File: src/verilog/adc_seq_pkg.sv
// constants, states and carriers for the serial converter sequencer
`default_nettype none
package adc_seq_pkg;
  localparam int RES_W         = 10;
  localparam int FIFO_DEPTH    = 16;
  localparam int CNT_W         = 5;
  localparam int CLK_PERIOD_NS = 40;
  localparam int CONV_TIME_NS  = 21000;
  localparam int CONV_CYCLES   = CONV_TIME_NS / CLK_PERIOD_NS;
  localparam int CONV_W        = 10;
  // cycles from a pin fall to the timer load, plus the output register
  localparam int FALL_LAT      = 4;
  localparam int CS_HOLD_NS    = 1425;
  localparam int CS_LOCK_CYCLES =
    (CS_HOLD_NS + CLK_PERIOD_NS - 1) / CLK_PERIOD_NS;
  localparam int LOCK_W        = 6;

  localparam logic [CNT_W-1:0] EDGE_NONE   = 5'h00;
  localparam logic [CNT_W-1:0] EDGE_SAMPLE = 5'h03;
  localparam logic [CNT_W-1:0] EDGE_HOLD   = 5'h0a;
  localparam logic [CNT_W-1:0] EDGE_LAST   = 5'h10;
  localparam logic [RES_W-1:0] RES_RESET   = 10'h000;

  typedef enum logic [1:0] {s_idle, s_active, s_wait16} seq_state_type;

  typedef struct packed {
    logic data;
    logic oe;
  } dout_type;

  typedef struct packed {
    logic sampling;
    logic hold;
    logic converting;
    logic slow;
  } status_type;
endpackage
`default_nettype wire
File: src/verilog/adc_seq.sv
// result fifo and serial interface sequencer of the converter
`timescale 1ns/100ps
`default_nettype none

module result_fifo
#(
  parameter int WIDTH = 10,
  parameter int DEPTH = 16
)
(
  input  wire logic             clk,
  input  wire logic             rst_n,
  input  wire logic             in_valid,
  output var  logic             in_ready,
  input  wire logic [WIDTH-1:0] in_data,
  output var  logic             out_valid,
  input  wire logic             out_ready,
  output var  logic [WIDTH-1:0] out_data
);
  localparam int AW = $clog2(DEPTH);
  logic [WIDTH-1:0] mem [DEPTH];
  logic [AW-1:0]    wr_q;
  logic [AW-1:0]    rd_q;
  logic [AW:0]      count_q;
  logic [AW:0]      count_d;
  logic             push;
  logic             pop;

  assign push      = in_valid && in_ready;
  assign pop       = out_valid && out_ready;
  assign out_valid = count_q != '0;
  assign out_data  = mem[rd_q];
  assign count_d   = count_q + (AW+1)'(push) - (AW+1)'(pop);

  always_ff @(posedge clk)
  begin
    if (push)
      mem[wr_q] <= in_data;
  end

  always_ff @(posedge clk or negedge rst_n)
  begin
    if (!rst_n)
    begin
      wr_q     <= '0;
      rd_q     <= '0;
      count_q  <= '0;
      in_ready <= 1'b0;
    end
    else
    begin
      wr_q     <= push ? AW'(wr_q + 1'b1) : wr_q;
      rd_q     <= pop ? AW'(rd_q + 1'b1) : rd_q;
      count_q  <= count_d;
      in_ready <= count_d != (AW+1)'(DEPTH);
    end
  end
endmodule

// Summary of operation
// select high: shift clock ignored, serial output high impedance.
// select falling: clock counting enabled, serial output driven.
// host gives 10 to 16 clocks; first ten time the sampling.
// conversion starts only on the tenth falling clock edge.
// toggled select modes: previous msb shown when select falls.
// continuous fast modes: msb shown within 21 us of tenth edge.
// continuous slow mode: output leaves forced low on sixteenth edge.
// nine more bits follow on the next nine falling edges.
// tenth falling edge forces output low; extra clocks give zeros.
// host waits 21 us after tenth edge before a new transfer.
// host keeps select low throughout a clock transfer.
// select edge valid only if level persists 1.425 us; the code acts on an edge at once, then locks out further edges for that time.
// host raises eleventh clock within 9.5 us of tenth edge.
// fast transfer ends within 21 us of the tenth edge.
// slow transfer ends later than 21 us after the tenth edge.
// select rising ends sequence, output high impedance, clock off.
// continuous modes: host keeps select low for later conversions.
// continuous modes 4 and 6 use exactly 16 clocks.
// toggled modes 3 and 5 use 11 to 16 clocks.
// host should never exceed 16 clocks in a transfer.
// sampling from third to tenth falling edge, held on tenth.
// after a ten clock mode 1 transfer, ready for next select fall.
// select falling resets counters and control state.
// tenth falling edge hands conversion to the internal timer.
// select falling aborts a running conversion, keeping old result.
// result register loads only when a conversion completes.
module adc_seq
(
  input  wire logic                           clk,
  input  wire logic                           resetn,
  input  wire logic                           cs_n,
  input  wire logic                           io_clk,
  input  wire logic                           res_valid,
  output var  logic                           res_ready,
  input  wire logic [adc_seq_pkg::RES_W-1:0]  res_data,
  output var  adc_seq_pkg::dout_type          dout,
  output var  adc_seq_pkg::status_type        status
);
  import adc_seq_pkg::*;

  logic                rst_m_q;
  logic                rst_n_q;
  logic                cs_m_q;
  logic                cs_s_q;
  logic                ck_m_q;
  logic                ck_s_q;
  logic                ck_d_q;
  logic                cs_acc_q;
  logic [LOCK_W-1:0]   lock_q;
  seq_state_type       state_q;
  seq_state_type       state_d;
  logic [CNT_W-1:0]    cnt_q;
  logic [CNT_W-1:0]    cnt_d;
  logic [CNT_W-1:0]    cnt_inc;
  logic [RES_W-1:0]    sh_q;
  logic [RES_W-1:0]    sh_d;
  logic [RES_W-1:0]    res_q;
  logic [RES_W-1:0]    new_res;
  logic [CONV_W-1:0]   conv_q;
  logic                busy_q;
  logic                sample_q;
  logic                hold_q;
  logic                slow_q;
  logic                accept;
  logic                cs_fall;
  logic                cs_rise;
  logic                io_fall;
  logic                conv_start;
  logic                done;
  logic                present_now;
  logic                go_slow;
  logic                release16;
  logic                fifo_valid;
  logic [RES_W-1:0]    fifo_data;

  // reset release through two flops
  always_ff @(posedge clk or negedge resetn)
  begin
    if (!resetn)
    begin
      rst_m_q <= 1'b0;
      rst_n_q <= 1'b0;
    end
    else
    begin
      rst_m_q <= 1'b1;
      rst_n_q <= rst_m_q;
    end
  end

  // pin synchronisers
  always_ff @(posedge clk or negedge rst_n_q)
  begin
    if (!rst_n_q)
    begin
      cs_m_q <= 1'b1;
      cs_s_q <= 1'b1;
      ck_m_q <= 1'b0;
      ck_s_q <= 1'b0;
      ck_d_q <= 1'b0;
    end
    else
    begin
      cs_m_q <= cs_n;
      cs_s_q <= cs_m_q;
      ck_m_q <= io_clk;
      ck_s_q <= ck_m_q;
      ck_d_q <= ck_s_q;
    end
  end

  // select edges accepted, then locked out for the minimum hold time
  assign accept  = (cs_s_q != cs_acc_q) && (lock_q == '0);
  assign cs_fall = accept && !cs_s_q;
  assign cs_rise = accept && cs_s_q;
  // clock edges only count while a sequence is open
  assign io_fall = ck_d_q && !ck_s_q && (state_q != s_idle);

  always_ff @(posedge clk or negedge rst_n_q)
  begin
    if (!rst_n_q)
    begin
      cs_acc_q <= 1'b1;
      lock_q   <= '0;
    end
    else
    begin
      cs_acc_q <= accept ? cs_s_q : cs_acc_q;
      lock_q   <= accept ? LOCK_W'(CS_LOCK_CYCLES - 1) :
                  (lock_q != '0) ? LOCK_W'(lock_q - 1'b1) : lock_q;
    end
  end

  assign cnt_inc    = (cnt_q == EDGE_LAST) ? cnt_q : CNT_W'(cnt_q + 1'b1);
  assign conv_start = io_fall && (state_q == s_active) && !accept &&
                      (cnt_inc == EDGE_HOLD);
  assign done       = busy_q && (conv_q == '0) && !cs_fall;
  assign new_res    = fifo_valid ? fifo_data : res_q;
  // fast when completion finds the count on the tenth or sixteenth edge, slow between
  assign present_now = done && (state_q == s_active) && !cs_rise &&
                       ((cnt_q == EDGE_HOLD) || (cnt_q == EDGE_LAST));
  assign go_slow    = done && (state_q == s_active) && !cs_rise &&
                      (cnt_q > EDGE_HOLD) && (cnt_q < EDGE_LAST);
  assign release16  = (state_q == s_wait16) && io_fall && !accept &&
                      (cnt_inc == EDGE_LAST);

  always_comb
  begin
    state_d = state_q;
    cnt_d   = cnt_q;
    sh_d    = sh_q;
    if (cs_fall)
    begin
      state_d = s_active;
      cnt_d   = EDGE_NONE;
      sh_d    = res_q;
    end
    else if (cs_rise)
      state_d = s_idle;
    else
    begin
      if (io_fall)
      begin
        cnt_d = cnt_inc;
        sh_d  = {sh_q[RES_W-2:0], 1'b0};
      end
      if (present_now)
      begin
        cnt_d = EDGE_NONE;
        sh_d  = new_res;
      end
      else if (go_slow)
        state_d = s_wait16;
      if (release16)
      begin
        state_d = s_active;
        cnt_d   = EDGE_NONE;
        sh_d    = res_q;
      end
    end
  end

  always_ff @(posedge clk or negedge rst_n_q)
  begin
    if (!rst_n_q)
    begin
      state_q <= s_idle;
      cnt_q   <= EDGE_NONE;
      sh_q    <= RES_RESET;
      dout    <= '{data: 1'b0, oe: 1'b0};
    end
    else
    begin
      state_q <= state_d;
      cnt_q   <= cnt_d;
      sh_q    <= sh_d;
      dout    <= '{data: sh_d[RES_W-1], oe: state_d != s_idle};
    end
  end

  // conversion timer, less the edge latency so the result lands by 21 us
  // a new select fall aborts it
  always_ff @(posedge clk or negedge rst_n_q)
  begin
    if (!rst_n_q)
    begin
      busy_q <= 1'b0;
      conv_q <= '0;
      res_q  <= RES_RESET;
    end
    else
    begin
      busy_q <= conv_start || (busy_q && !done && !cs_fall);
      conv_q <= conv_start ? CONV_W'(CONV_CYCLES - FALL_LAT) :
                (conv_q != '0) ? CONV_W'(conv_q - 1'b1) : conv_q;
      res_q  <= done ? new_res : res_q;
    end
  end

  // sampling window and status flags
  always_ff @(posedge clk or negedge rst_n_q)
  begin
    if (!rst_n_q)
    begin
      sample_q <= 1'b0;
      hold_q   <= 1'b0;
      slow_q   <= 1'b0;
    end
    else
    begin
      sample_q <= (io_fall && !accept && (state_q == s_active) &&
                   (cnt_inc == EDGE_SAMPLE)) ||
                  (sample_q && !conv_start && !accept);
      hold_q   <= conv_start;
      slow_q   <= go_slow || (slow_q && !present_now);
    end
  end

  assign status = '{sampling: sample_q, hold: hold_q,
                    converting: busy_q, slow: slow_q};

  result_fifo #(
    .WIDTH (RES_W),
    .DEPTH (FIFO_DEPTH)
  ) u_fifo (
    .clk       (clk),
    .rst_n     (rst_n_q),
    .in_valid  (res_valid),
    .in_ready  (res_ready),
    .in_data   (res_data),
    .out_valid (fifo_valid),
    .out_ready (done),
    .out_data  (fifo_data)
  );
endmodule
`default_nettype wire

File: config.mk
export PLATFORM = sky130hd
export DESIGN_NAME = adc_seq
export DESIGN_NICKNAME = d
export VERILOG_FILES = /design/src/verilog/adc_seq_pkg.sv /design/src/verilog/adc_seq.sv
export SDC_FILE = /design/constraint.sdc
export NUM_CORES = 1
export LEC_CHECK = 0
export BUFFER_PORTS_ARGS = -buffer_cell sky130_fd_sc_hd__buf_2
export CAP_MARGIN = 40
export CORE_MARGIN = 1
export CORE_UTILIZATION = 50
export CTS_BUF_LIST = sky130_fd_sc_hd__clkbuf_16
export DETAILED_ROUTE_END_ITERATION = 7
export PLACE_DENSITY = 0.69
export SLEW_MARGIN = 20
export SYNTH_ARGS = -nofsm -noshare
export SYNTH_HDL_FRONTEND = slang
export SYNTH_SLANG_ARGS = --single-unit
File: constraint.sdc
create_clock -name clk -period 2.58 [get_ports clk]
set_input_delay 0.516 -clock clk [delete_from_list [all_inputs] [get_ports clk]]
set_output_delay 0.516 -clock clk [all_outputs]
set_load 0.01 [all_outputs]
# --- Word level (Yosys, flattened, before mapping) ---
# Memory sizes are Yosys's and may differ from the RTL's.
# Index checks and enable logic that the tools add are counted.
totals:
  reg_bits: 70
  ram_bits: 160
  in_bits: 15
  word_cells: 118
  n_memories: 1
classes:
  addsub: 7
  n_lt_le_gt_ge: 2
  eq_ne: 10
  mux: 23
  reduce_logical: 51
mem_list:
  columns: ["memory", "words", "width", "rd", "rd_clocked_by_memory_dff", "wr", "line_no", "text"]
  rows:
  - ["u_fifo.mem", 16, 10, 1, 0, 1, "adc_seq.sv:21", "logic [WIDTH-1:0] mem [DEPTH];"]
op_table:
  columns: ["operator", "n"]
  rows:
  - ["$mux 10", 8]
  - ["$mux 5", 6]
  - ["$logic_and 1x1->1", 28]
  - ["$mux 6", 2]
  - ["$eq 5x4->1 const B", 2]
  - ["$eq 5x5->1 const B", 2]
  - ["$logic_not 10->1", 1]
  - ["$mux 2", 5]
  - ["$reduce_bool 10->1", 1]
  - ["$sub 10x1->10 const B", 1]
  - ["$add 4x1->4 const B", 2]
  - ["$logic_not 1->1", 8]
  - ["$reduce_bool 2->1", 4]
  - ["$logic_not 6->1", 1]
  - ["$reduce_bool 6->1", 1]
  - ["$sub 6x1->6 const B", 1]
  - ["$add 5x1->5", 1]
  - ["$add 5x1->5 const B", 1]
  - ["$eq 5x2->1 const B", 1]
  - ["$gt 5x4->1 const B", 1]
  - ["$lt 5x5->1 const B", 1]
  - ["$ne 5x5->1 const B", 1]
  - ["$reduce_bool 5->1", 1]
  - ["$sub 5x1->5", 1]
  - ["8 further kinds", 12]

# --- Depth between registers and ports, before layout ---
# Gate-level depths: netlist of the first run.
logic_depth:
  depth_word: 15
  ltp_mapped: 19

# --- Modules after synthesis ---
# From an unflattened synthesis of the first run, not the netlist that was laid out.
hier_totals:
  cells_unflattened: 603
  area_unflattened_um2: 9723.1
by_module_without_submodules:
  columns: ["module", "instances", "cells_per_inst", "area_each_um2", "seq_area_each_um2"]
  rows:
  - ["result_fifo", 1, 333, 6827.8, 5154.9]
  - ["adc_seq", 1, 270, 2895.3, 1405.1]

# --- Worst setup path before layout of the first run ---
# No wires, ideal clock.
synth_path:
  kind: "reg2reg"
  start: "register lock_q[0]"
  end: "register u_fifo.in_ready"
  arrival_ns: 2.908
  required_ns: 2.455
  path_slack_ns: -0.453
  stages_incl_launch_ff: 20
  n_path_buf: 1
  synth_period_minus_slack_ns: 3.033
  cell_sequence: "dfrtp_1 -> inv_1 -> ha_1 -> nor2b_1 -> and2_1 -> clkbuf_1 -> nand2_1 -> o21ai_0 -> nor3_1 -> ha_1 -> inv_1 -> ha_1 -> inv_1 -> fa_1 -> inv_1 -> a21oi_1 -> nor2_1 -> nor2_1 -> xnor2_1 -> nand2_1"
synth_between:
  elab_chain_len: 8
synth_lines:
  columns: ["element", "line_no", "text"]
  rows:
  - ["from (decl)", "adc_seq.sv:109", "logic [LOCK_W-1:0] lock_q;"]
  - ["from (signal assigned)", "adc_seq.sv:189", "lock_q <= accept ? LOCK_W'(CS_LOCK_CYCLES - 1) :"]
  - ["$logic_not 6->1", "adc_seq.sv:173", "assign accept = (cs_s_q != cs_acc_q) && (lock_q == '0);"]
  - ["$logic_and 1x1->1", "adc_seq.sv:173", null]
  - ["$logic_and 1x1->1", "adc_seq.sv:174", "assign cs_fall = accept && !cs_s_q;"]
  - ["$logic_not 1->1", "adc_seq.sv:197", "assign done = busy_q && (conv_q == '0) && !cs_fall;"]
  - ["$logic_and 1x1->1", "adc_seq.sv:197", null]
  - ["$logic_and 1x1->1", "adc_seq.sv:30", "assign pop = out_valid && out_ready;"]
  - ["via u_fifo.pop", "adc_seq.sv:27", "logic pop;"]
  - ["$sub 5x1->5", "adc_seq.sv:33", "assign count_d = count_q + (AW+1)'(push) - (AW+1)'(pop);"]
  - ["via u_fifo.count_d[4]", "adc_seq.sv:25", "logic [AW:0] count_d;"]
  - ["$ne 5x5->1", "adc_seq.sv:55", "in_ready <= count_d != (AW+1)'(DEPTH);"]
  - ["to (signal assigned)", "adc_seq.sv:55", null]
  - ["to (decl)", "adc_seq.sv:14", "output var logic in_ready,"]
# The timed path passes the listed nets, and every way through them passes these cells.
# A chain may end at the register's enable or synchronous reset.

# --- Final worst setup path of the first run ---
# Ends and elaborated chain as after synthesis.

==> results of run 1 <==
==> per-stage QoR <==
step | hold slack, ns | cells
6_report | 0.103 | 939
5_1_grt | 0.0834 | 939
4_1_cts | 0.0869 | 936
3_5_place_dp | 0.304 | 889
3_3_place_gp | 0.305 | 888
2_1_floorplan | 0.220 | 590
==> kinds of logic after synthesis <==
kind of cell / count (synthesis)
AO/OA/AOI/OAI: 73
XOR/XNOR: 23
multiplexers: 55
other: 1
adder cells (fa/ha/maj): 19
AND/OR/NAND/NOR: 140
buffers and inverters: 49
flip-flops: 230
==> worst paths after layout <==
kind	start	end	slack, ns
min in group asynchronous	rst_n_q	conv_q[0]	0.31
hold reg to reg	rst_n_q	conv_q[0]	0.31
setup reg to reg	lock_q[0]	u_fifo.in_ready	-0.14
hold / removal	cs_n	cs_m_q	0.10
max in group asynchronous	rst_n_q	cs_acc_q	1.54
setup / recovery	lock_q[0]	u_fifo.in_ready	-0.14
==> flip-flops by register name, summed over array words and instances (netlist names), 2 cells and up <==
name and cells:
u_fifo.mem 160, conv_q 10, res_q 10, sh_q 10, lock_q 6, cnt_q 5
u_fifo.count_q 5, u_fifo.rd_q 4, u_fifo.wr_q 4, state_q 2
==> Yosys cell counts, types with 4 or more instances <==
| library cell | count | share of area |
|---|---|---|
| sky130_fd_sc_hd__a21oi_1 | 13 | 0.0069 |
| sky130_fd_sc_hd__a221oi_1 | 9 | 0.0083 |
| sky130_fd_sc_hd__a22oi_1 | 19 | 0.015 |
| sky130_fd_sc_hd__and2_1 | 4 | 0.0026 |
| sky130_fd_sc_hd__buf_1 | 7 | 0.0028 |
| sky130_fd_sc_hd__buf_4 | 5 | 0.0040 |
| sky130_fd_sc_hd__clkbuf_1 | 14 | 0.0055 |
| sky130_fd_sc_hd__dfrtp_1 | 67 | 0.18 |
| sky130_fd_sc_hd__edfxtp_1 | 160 | 0.51 |
| sky130_fd_sc_hd__ha_1 | 18 | 0.024 |
| sky130_fd_sc_hd__inv_1 | 20 | 0.0079 |
| sky130_fd_sc_hd__mux2_2 | 13 | 0.015 |
| sky130_fd_sc_hd__mux4_2 | 41 | 0.097 |
| sky130_fd_sc_hd__nand2_1 | 43 | 0.017 |
| sky130_fd_sc_hd__nand2b_1 | 4 | 0.0026 |
| sky130_fd_sc_hd__nand3_1 | 8 | 0.0042 |
| sky130_fd_sc_hd__nor2_1 | 40 | 0.016 |
| sky130_fd_sc_hd__nor3_1 | 13 | 0.0069 |
| sky130_fd_sc_hd__o21ai_0 | 9 | 0.0047 |
| sky130_fd_sc_hd__o21ai_1 | 9 | 0.0047 |
| sky130_fd_sc_hd__xnor2_1 | 14 | 0.013 |
| sky130_fd_sc_hd__xor2_1 | 9 | 0.0083 |
==> critical path, cell delays in order (launching register included) <==
cell and delay (ns):
sky130_fd_sc_hd__dfrtp_1 0.39, sky130_fd_sc_hd__inv_2 0.09, sky130_fd_sc_hd__ha_4 0.12, sky130_fd_sc_hd__nor2b_4 0.13, sky130_fd_sc_hd__and2_4 0.16, sky130_fd_sc_hd__nand2_4 0.06, sky130_fd_sc_hd__o21ai_4 0.16, sky130_fd_sc_hd__nor3_2 0.06
sky130_fd_sc_hd__ha_1 0.28, sky130_fd_sc_hd__inv_2 0.07, sky130_fd_sc_hd__ha_4 0.12, sky130_fd_sc_hd__inv_2 0.04, sky130_fd_sc_hd__fa_2 0.35, sky130_fd_sc_hd__inv_2 0.06, sky130_fd_sc_hd__a21oi_2 0.04, sky130_fd_sc_hd__nor2_1 0.11
sky130_fd_sc_hd__nor2_1 0.07, sky130_fd_sc_hd__xnor2_1 0.19, sky130_fd_sc_hd__nand2_1 0.09
==> per-layer routing <==
metal | share of wire | wire, um | global-route usage | vias up
met4 | 0.024 | 437 | 0.0567 | 0
met5 | 0 | 0 | 0 | -
met1 | 0.41 | 7470 | 0.245 | 2700
met2 | 0.53 | 9600 | 0.354 | 139
li1 | - | - | - | 2431
met3 | 0.036 | 660 | 0.0292 | 33
==> cell type report <==
cell class / count / share of cell area
clock buffers: 24 / 0.0532
repair buffers: 98 / 0.0652
clock inverters: 20 / 0.0113
well taps: 234 / 0.0260
multi-input cells: 312 / 0.256
flip-flops and latches: 230 / 0.582
inverters: 21 / 0.00699
==> power breakdown <==
part	internal [mW]	total [mW]	switching (mW)
Clock	1.80	3.16	1.37
Combinational	1.15	2.42	1.27
Sequential	4.59	4.93	0.337
Total	7.54	10.5	2.97
==> repair_timing <==
action,in CTS,in global routing
hold buffers,1,0
pin swaps,10,7
buffers inserted,1,3
hold endpoints to repair,2,0
gates resized for setup,7,12
endpoints found under the setup margin,11,14
cloned,1,0
==> impl_summary.md, run 1 <==
Placed design
The detailed placer's ending HPWL is 12100 um. The congestion estimate from routability-driven global placement came to 0.823. The worst slack after detailed placement is -0.220 ns.

The total cell area at the placement stage is 0.0104 mm2. The count of input and output buffers is 21.

Logic synthesis
The share of async-settable or async-resettable flops after synthesis is 0.304. The number of enable-type register cells in the synthesized netlist is 160. After synthesis, the netlist uses 54 different library cells. The mux contribution to synthesized area is 0.114.

The number of warnings printed during yosys synthesis is 0. The post-synthesis share of cell area spent on and, or, nand and nor gates is 0.0734. The portion of the post-synthesis area used by sequential elements is 0.691. The number of nets produced by synthesis is 624.

For this run, the leading register cell type out of synthesis is sky130_fd_sc_hd__edfxtp_1. The complex-gate fraction of the synthesized area was 0.0517. Synthesis produced a netlist whose cell count is 590. The flop and latch count out of synthesis is 230. The main combinational cell family by area after synthesis is multiplexers. The mean post-synth cell area is 16.1 um2. The total standard cell area after synthesis is 0.00949 mm2.

Of the total synthesized cell area, the portion taken by full adders, half adders and majority gates is 0.0258. The xor-xnor portion of the synthesized cell area is 0.0212.

Critical path
By startpoint and endpoint, the worst setup path is classified as reg2reg. STA classifies the critical path endpoint as a flop. For the worst flop-to-flop path, the logic depth is 18. Of all nets on the critical path, the largest fanout is 2. The kind of start point of the critical path is a flop.

STA puts the critical path data arrival time at 3.12 ns. The required arrival time at the worst endpoint is 2.97 ns.

Finish
The multi-input combinational cells in the finished layout cover a total of 0.00288 mm2. Relative to the synthesized area, the layout overhead comes to 18.9%. The finished cells cover 0.0113 mm2. Leaving out fill and tap cells, the most frequent cell in the layout is sky130_fd_sc_hd__edfxtp_1.

The filler cells instantiated in the layout total 1353. Leaving out fill and tap cells, the most frequent cells in the layout are 160 x sky130_fd_sc_hd__edfxtp_1, 72 x sky130_fd_sc_hd__buf_4, 65 x sky130_fd_sc_hd__dfrtp_1. Once layout is complete, the utilization of the core stands at 0.605. At the end of the flow, the number of nets in the layout was 721. The antenna diode instance count is 0. The share of final-layout standard cells stronger than drive strength 1 is 0.328. The area of all sequential standard cells is 0.00656 mm2.

Drt
The total iterations of the first detailed-routing run is 5. For this block, the routed nets add up to 18200 um of wire. The average vias per placed instance is 5.65. The detailed router placed 5303 vias in this run. In the routed design, unresolved DRC markers number 0. The first-iteration detailed-routing DRC count is 357. The final routed wire length divided by cell count is 19.3 um. The detail route stage leaves a number of antenna-violating nets equal to 0.

Clock tree
The clock latency on the worst-skew pair is 0.52 ns. In this run the number of H-tree levels came out at 1. The clock edge transition at the registers on the reported setup and hold paths is 0.06 ns. The buffer type at the clock tree root is sky130_fd_sc_hd__clkbuf_16. Counting along the longest clock path gives a buffer depth of 3. Buffers inserted during clock tree synthesis total 24.

Counting every sink on the clock net gives 230. The CTS tree is built.

Floorplanning
The floorplan core area is 0.0186 mm2. The die is 140 um tall. The count of pins on the block boundary is 22.

The die covers 0.0195 mm2. The die boundary width is 140 um. The initial core utilization is 0.509. The site row count is 50.

Timing
Setup repair after global routing could not meet its margin everywhere. For the final routed database, the setup TNS stands at -0.276 ns. In the finished design, the share of the clock period the worst path needs comes to 1.06. The final-report hold violation count is 0.

Setup violations remaining at the end of the flow were counted as 2. Based on the critical path, the design can be clocked at up to 367 MHz. Between clock sinks in the finished design, the worst skew comes to 0.0102 ns. The worst slew margin relative to its limit is 0.537. The worst setup margin is -0.143 ns.

The transition time at the pin with the least slew margin is 0.695 ns. The final max-slew violation count was 0. The routed design could run at a clock period as short as 2.72 ns.

GRT
The overall overflow remaining after global route is 0. The number of global-route vias before repair came to 5663. The number of antenna violations at the first check in global routing is 0. The maximum number of pins on one net before global-route repair is 44. The global-route wire length before repair is 29600 um. In the global route stage, overall resource usage came out at 0.196.

Min path
The classification of the worst-slack hold path is in2reg. The number of cells traversed by the worst hold path is 1.

Power and ir drop
The total power draw is 10.5 mW. The leakage power summed over all cells is 4.22 nW. The maximum vdd ir drop is 0.798 mV.

The areal power density over the cells is 932 mW/mm2.

Run status
The final reports fail on negative setup slack. The flow ran to the end, but the final reports show violations.

Flow run
Max-cap violations in this run came to 0.
Note: power is estimated with default switching activity, not from simulation.
==> run 2: changes to the inputs <==
HOLD_SLACK_MARGIN = 0.12   (was not set)
==> run 2 against run 1 <==
  * The run still ends with negative setup slack left
  * Die area did not move
  * Final cell count increased by 0.21%
  * Sequential share of layout area is 0.10 points lower
  * Via count about the same
  * Worst hold slack better by 0.21 ns
  * Wire length is 0.20% lower
  * Clock-buffer cell count unchanged
  * Sequential power hardly changed
  * First-iteration DRC count down 2.8%
  * Utilization is 0.11 points higher
  * Critical path type unchanged
==> impl_summary.md, run 2 (synthesis results as in run 1) <==
Run status
The run finished, with violations left. The final reports fail on negative setup slack.

Floorplanning
Row generation in the floorplan step produced 50 rows. The count of pins on the block boundary is 22. The die is 140 um wide. The vertical die dimension is 140 um. The initial core utilization is 0.509. The area of the die is 0.0195 mm2. The core region is 0.0186 mm2.

Finish
The final non-filler cell area is 0.0113 mm2. In the final layout, the share of cells above drive strength 1 is 0.327. The number of flip-flops in the largest register is 160. The finished layout holds 941 standard cells, fillers aside. Relative to the synthesized area, the layout overhead comes to 19.1%. The most frequent standard cell in the layout excluding fill and tap cells is sky130_fd_sc_hd__edfxtp_1. The number of antenna diodes in the final layout is 0. In the layout the commonest cells are 160 x sky130_fd_sc_hd__edfxtp_1, 72 x sky130_fd_sc_hd__buf_4, 65 x sky130_fd_sc_hd__dfrtp_1. Counting flops per register, the top entry is u_fifo.mem. The net count of the finished layout is 723. At the end of the flow the core is filled with cells to 0.606.

GRT
The aggregate global-route resource usage is 0.196. Summed over all layers, the global routing overflow is 0. The global-route wire length before repair is 29600 um.

Entering global routing, the biggest net connects 44 pins. The number of global-route vias before repair came to 5669. The number of antenna violations at the first check in global routing is 0.

Critical path
The number of cell instances on the worst register-to-register path is 18. The maximum fanout encountered on the critical timing path is 2. Among cell families on the critical path, the largest total delay comes from adder cells.

The setup slack of the worst register-to-register path is -0.14 ns. The critical path is of the reg2reg type. STA classifies the critical path endpoint as a flop. The critical register-to-register path startpoint is lock_q[0]. The end point of the critical path is u_fifo.in_ready. In this run the critical register-to-register path is captured at u_fifo.in_ready. The number of buffers and inverters on the critical path is 4. The slowest stage of the critical path belongs to the cell sky130_fd_sc_hd__dfrtp_1. Walking the worst path, the cells encountered are inv_2 > ha_4 > nor2b_4 > and2_4 > nand2_4 > o21ai_4 > nor3_2 > ha_1 > inv_2 > ha_4 > inv_2 > fa_2 > inv_2 > a21oi_2 > nor2_1 > nor2_1 > xnor2_1 > nand2_1.

The required arrival time at the worst endpoint is 2.97 ns. By instance count, the cell type seen most on the critical path is sky130_fd_sc_hd__inv_2. At the worst endpoint, the arrival time is 3.11 ns.

The timing startpoint of the critical path is lock_q[0]. The largest single stage delay on the critical path is 0.39 ns. The count of cell instances traversed by the critical path is 18. STA classifies the critical path startpoint as a flop.

Placed design
The number of instances in the placed design is 889. The total cell area at the placement stage is 0.0104 mm2. Routability-driven placement finished with a final weighted congestion of 0.823. The count of input and output buffers is 21.

After legalization and detailed placement, the total HPWL measured 12100 um.

Drt
The remaining antenna violation count is 0. The final routed wire length divided by cell count is 19.3 um. The first-iteration detailed-routing DRC count is 347.

The total iterations of the first detailed-routing run is 5. Detailed routing inserted a total of 5300 vias. In the routed design, unresolved DRC markers number 0. Using the TritonRoute via totals, the vias-per-cell ratio works out to 5.63. The wire length reported by the detailed router is 18100 um.

Timing
Headroom to the max-slew limit came out at 0.539. Across the routed clock network, the largest skew measured is 0.0119 ns. The worst setup margin is -0.139 ns. The final setup violation count is 2.

The final-report hold violation count is 0. Setup repair after global routing could not meet its margin everywhere. The final max-slew violation count is 0. Of the available clock period, the critical path in the final layout requires 1.05. The post-layout minimum cycle time is 2.72 ns. Derived from the worst setup path, the maximum achievable clock frequency is 368 MHz. The transition time at the pin with the least slew margin is 0.691 ns. The worst hold-check slack is 0.314 ns.

Power and ir drop
The analysis attributes to cell leakage a power of 4.23 nW. Internal power comes to 7.54 mW. The worst-case IR drop observed on VDD is 0.800 mV. The share of total power dissipated in sequential elements is 0.469. Of the total power, combinational logic draws 0.230. The switching share of power is 0.283. The clock group share of total power is 0.301. The switching power is 2.97 mW. For this design the ratio of total power to cell area is 930 mW/mm2.

Min path
The min-delay analysis places its worst path in the category reg2async.

Clock tree
TritonCTS created 24 clock buffers. TritonCTS built the clock tree. CTS saw 230 sinks. The clock edge transition at the registers on the reported setup and hold paths is 0.06 ns. The clock latency on the worst-skew pair is 0.52 ns. The clock tree buffer depth is 3.

The buffer type at the clock tree root is sky130_fd_sc_hd__clkbuf_16. CTS built an H-tree with a depth of 1.

Flow run
The max-capacitance violation count is 0.
[run 2: cell types whose count changed in the layout (fill, tap and decap cells not counted), sizes merged]
cell / before / now
dlygate4sd3: 1 / 3
[run 2: layer usage]
| metal | up-vias | routed length (um) | track usage |
|---|---|---|---|
| li1 | 2440 | - | - |
| met1 | 2717 | 7590 | 0.245 |
| met2 | 110 | 9540 | 0.354 |
| met3 | 33 | 555 | 0.0292 |
| met4 | 0 | 436 | 0.0567 |
| met5 | - | 0 | 0 |
[run 2: metrics by stage]
stage | setup WS [ns] | TNS (ns) | total power, mW
6_report | -0.139 | -0.268 | 10.5
5_1_grt | -0.313 | -1.08 | 11.0
2_1_floorplan | -0.182 | -0.212 | 6.27
4_1_cts | -0.168 | -0.203 | 10.4
3_3_place_gp | -0.197 | -0.482 | 7.01
3_5_place_dp | -0.220 | -0.841 | 7.16
[run 2: power by group through the flow]
stage	Sequential (mW)	Combinational (mW)	Clock, mW
final	4.93	2.42	3.16
after CTS	4.92	2.24	3.24
after floorplan	4.95	1.32	0
after global routing	4.99	2.67	3.36
after global placement	4.95	2.06	0
after detailed placement	4.99	2.17	0
[run 2: cell type report]
type | count | area (um2)
Multi-Input combinational cell | 312 | 2880
Clock buffer | 24 | 601
Fill cell | 1352 | 7340
Tap cell | 234 | 293
Timing Repair Buffer | 100 | 756
Inverter | 21 | 78.8
Sequential cell | 230 | 6560
Clock inverter | 20 | 128
[run 2: worst min-delay path by stage]
| stage | start | end | slack [ns] | cells past startpoint |
|---|---|---|---|---|
| after floorplan | resetn | rst_m_q | 0.22 | 0 |
| after global placement | resetn | rst_m_q | 0.30 | 1 |
| after detailed placement | resetn | rst_m_q | 0.30 | 1 |
| after CTS | resetn | rst_m_q | 0.30 | 2 |
| after global routing | resetn | rst_n_q | 0.31 | 2 |
| final | rst_n_q | conv_q[0] | 0.31 | 0 |
[run 2: timing repair]
item,CTS,global route
endpoints found under the hold margin,4,0
buffers inserted,1,3
setup endpoints to repair,11,14
gates resized for setup,7,12
hold buffers,3,0
pin swaps,10,7
cloned,1,0
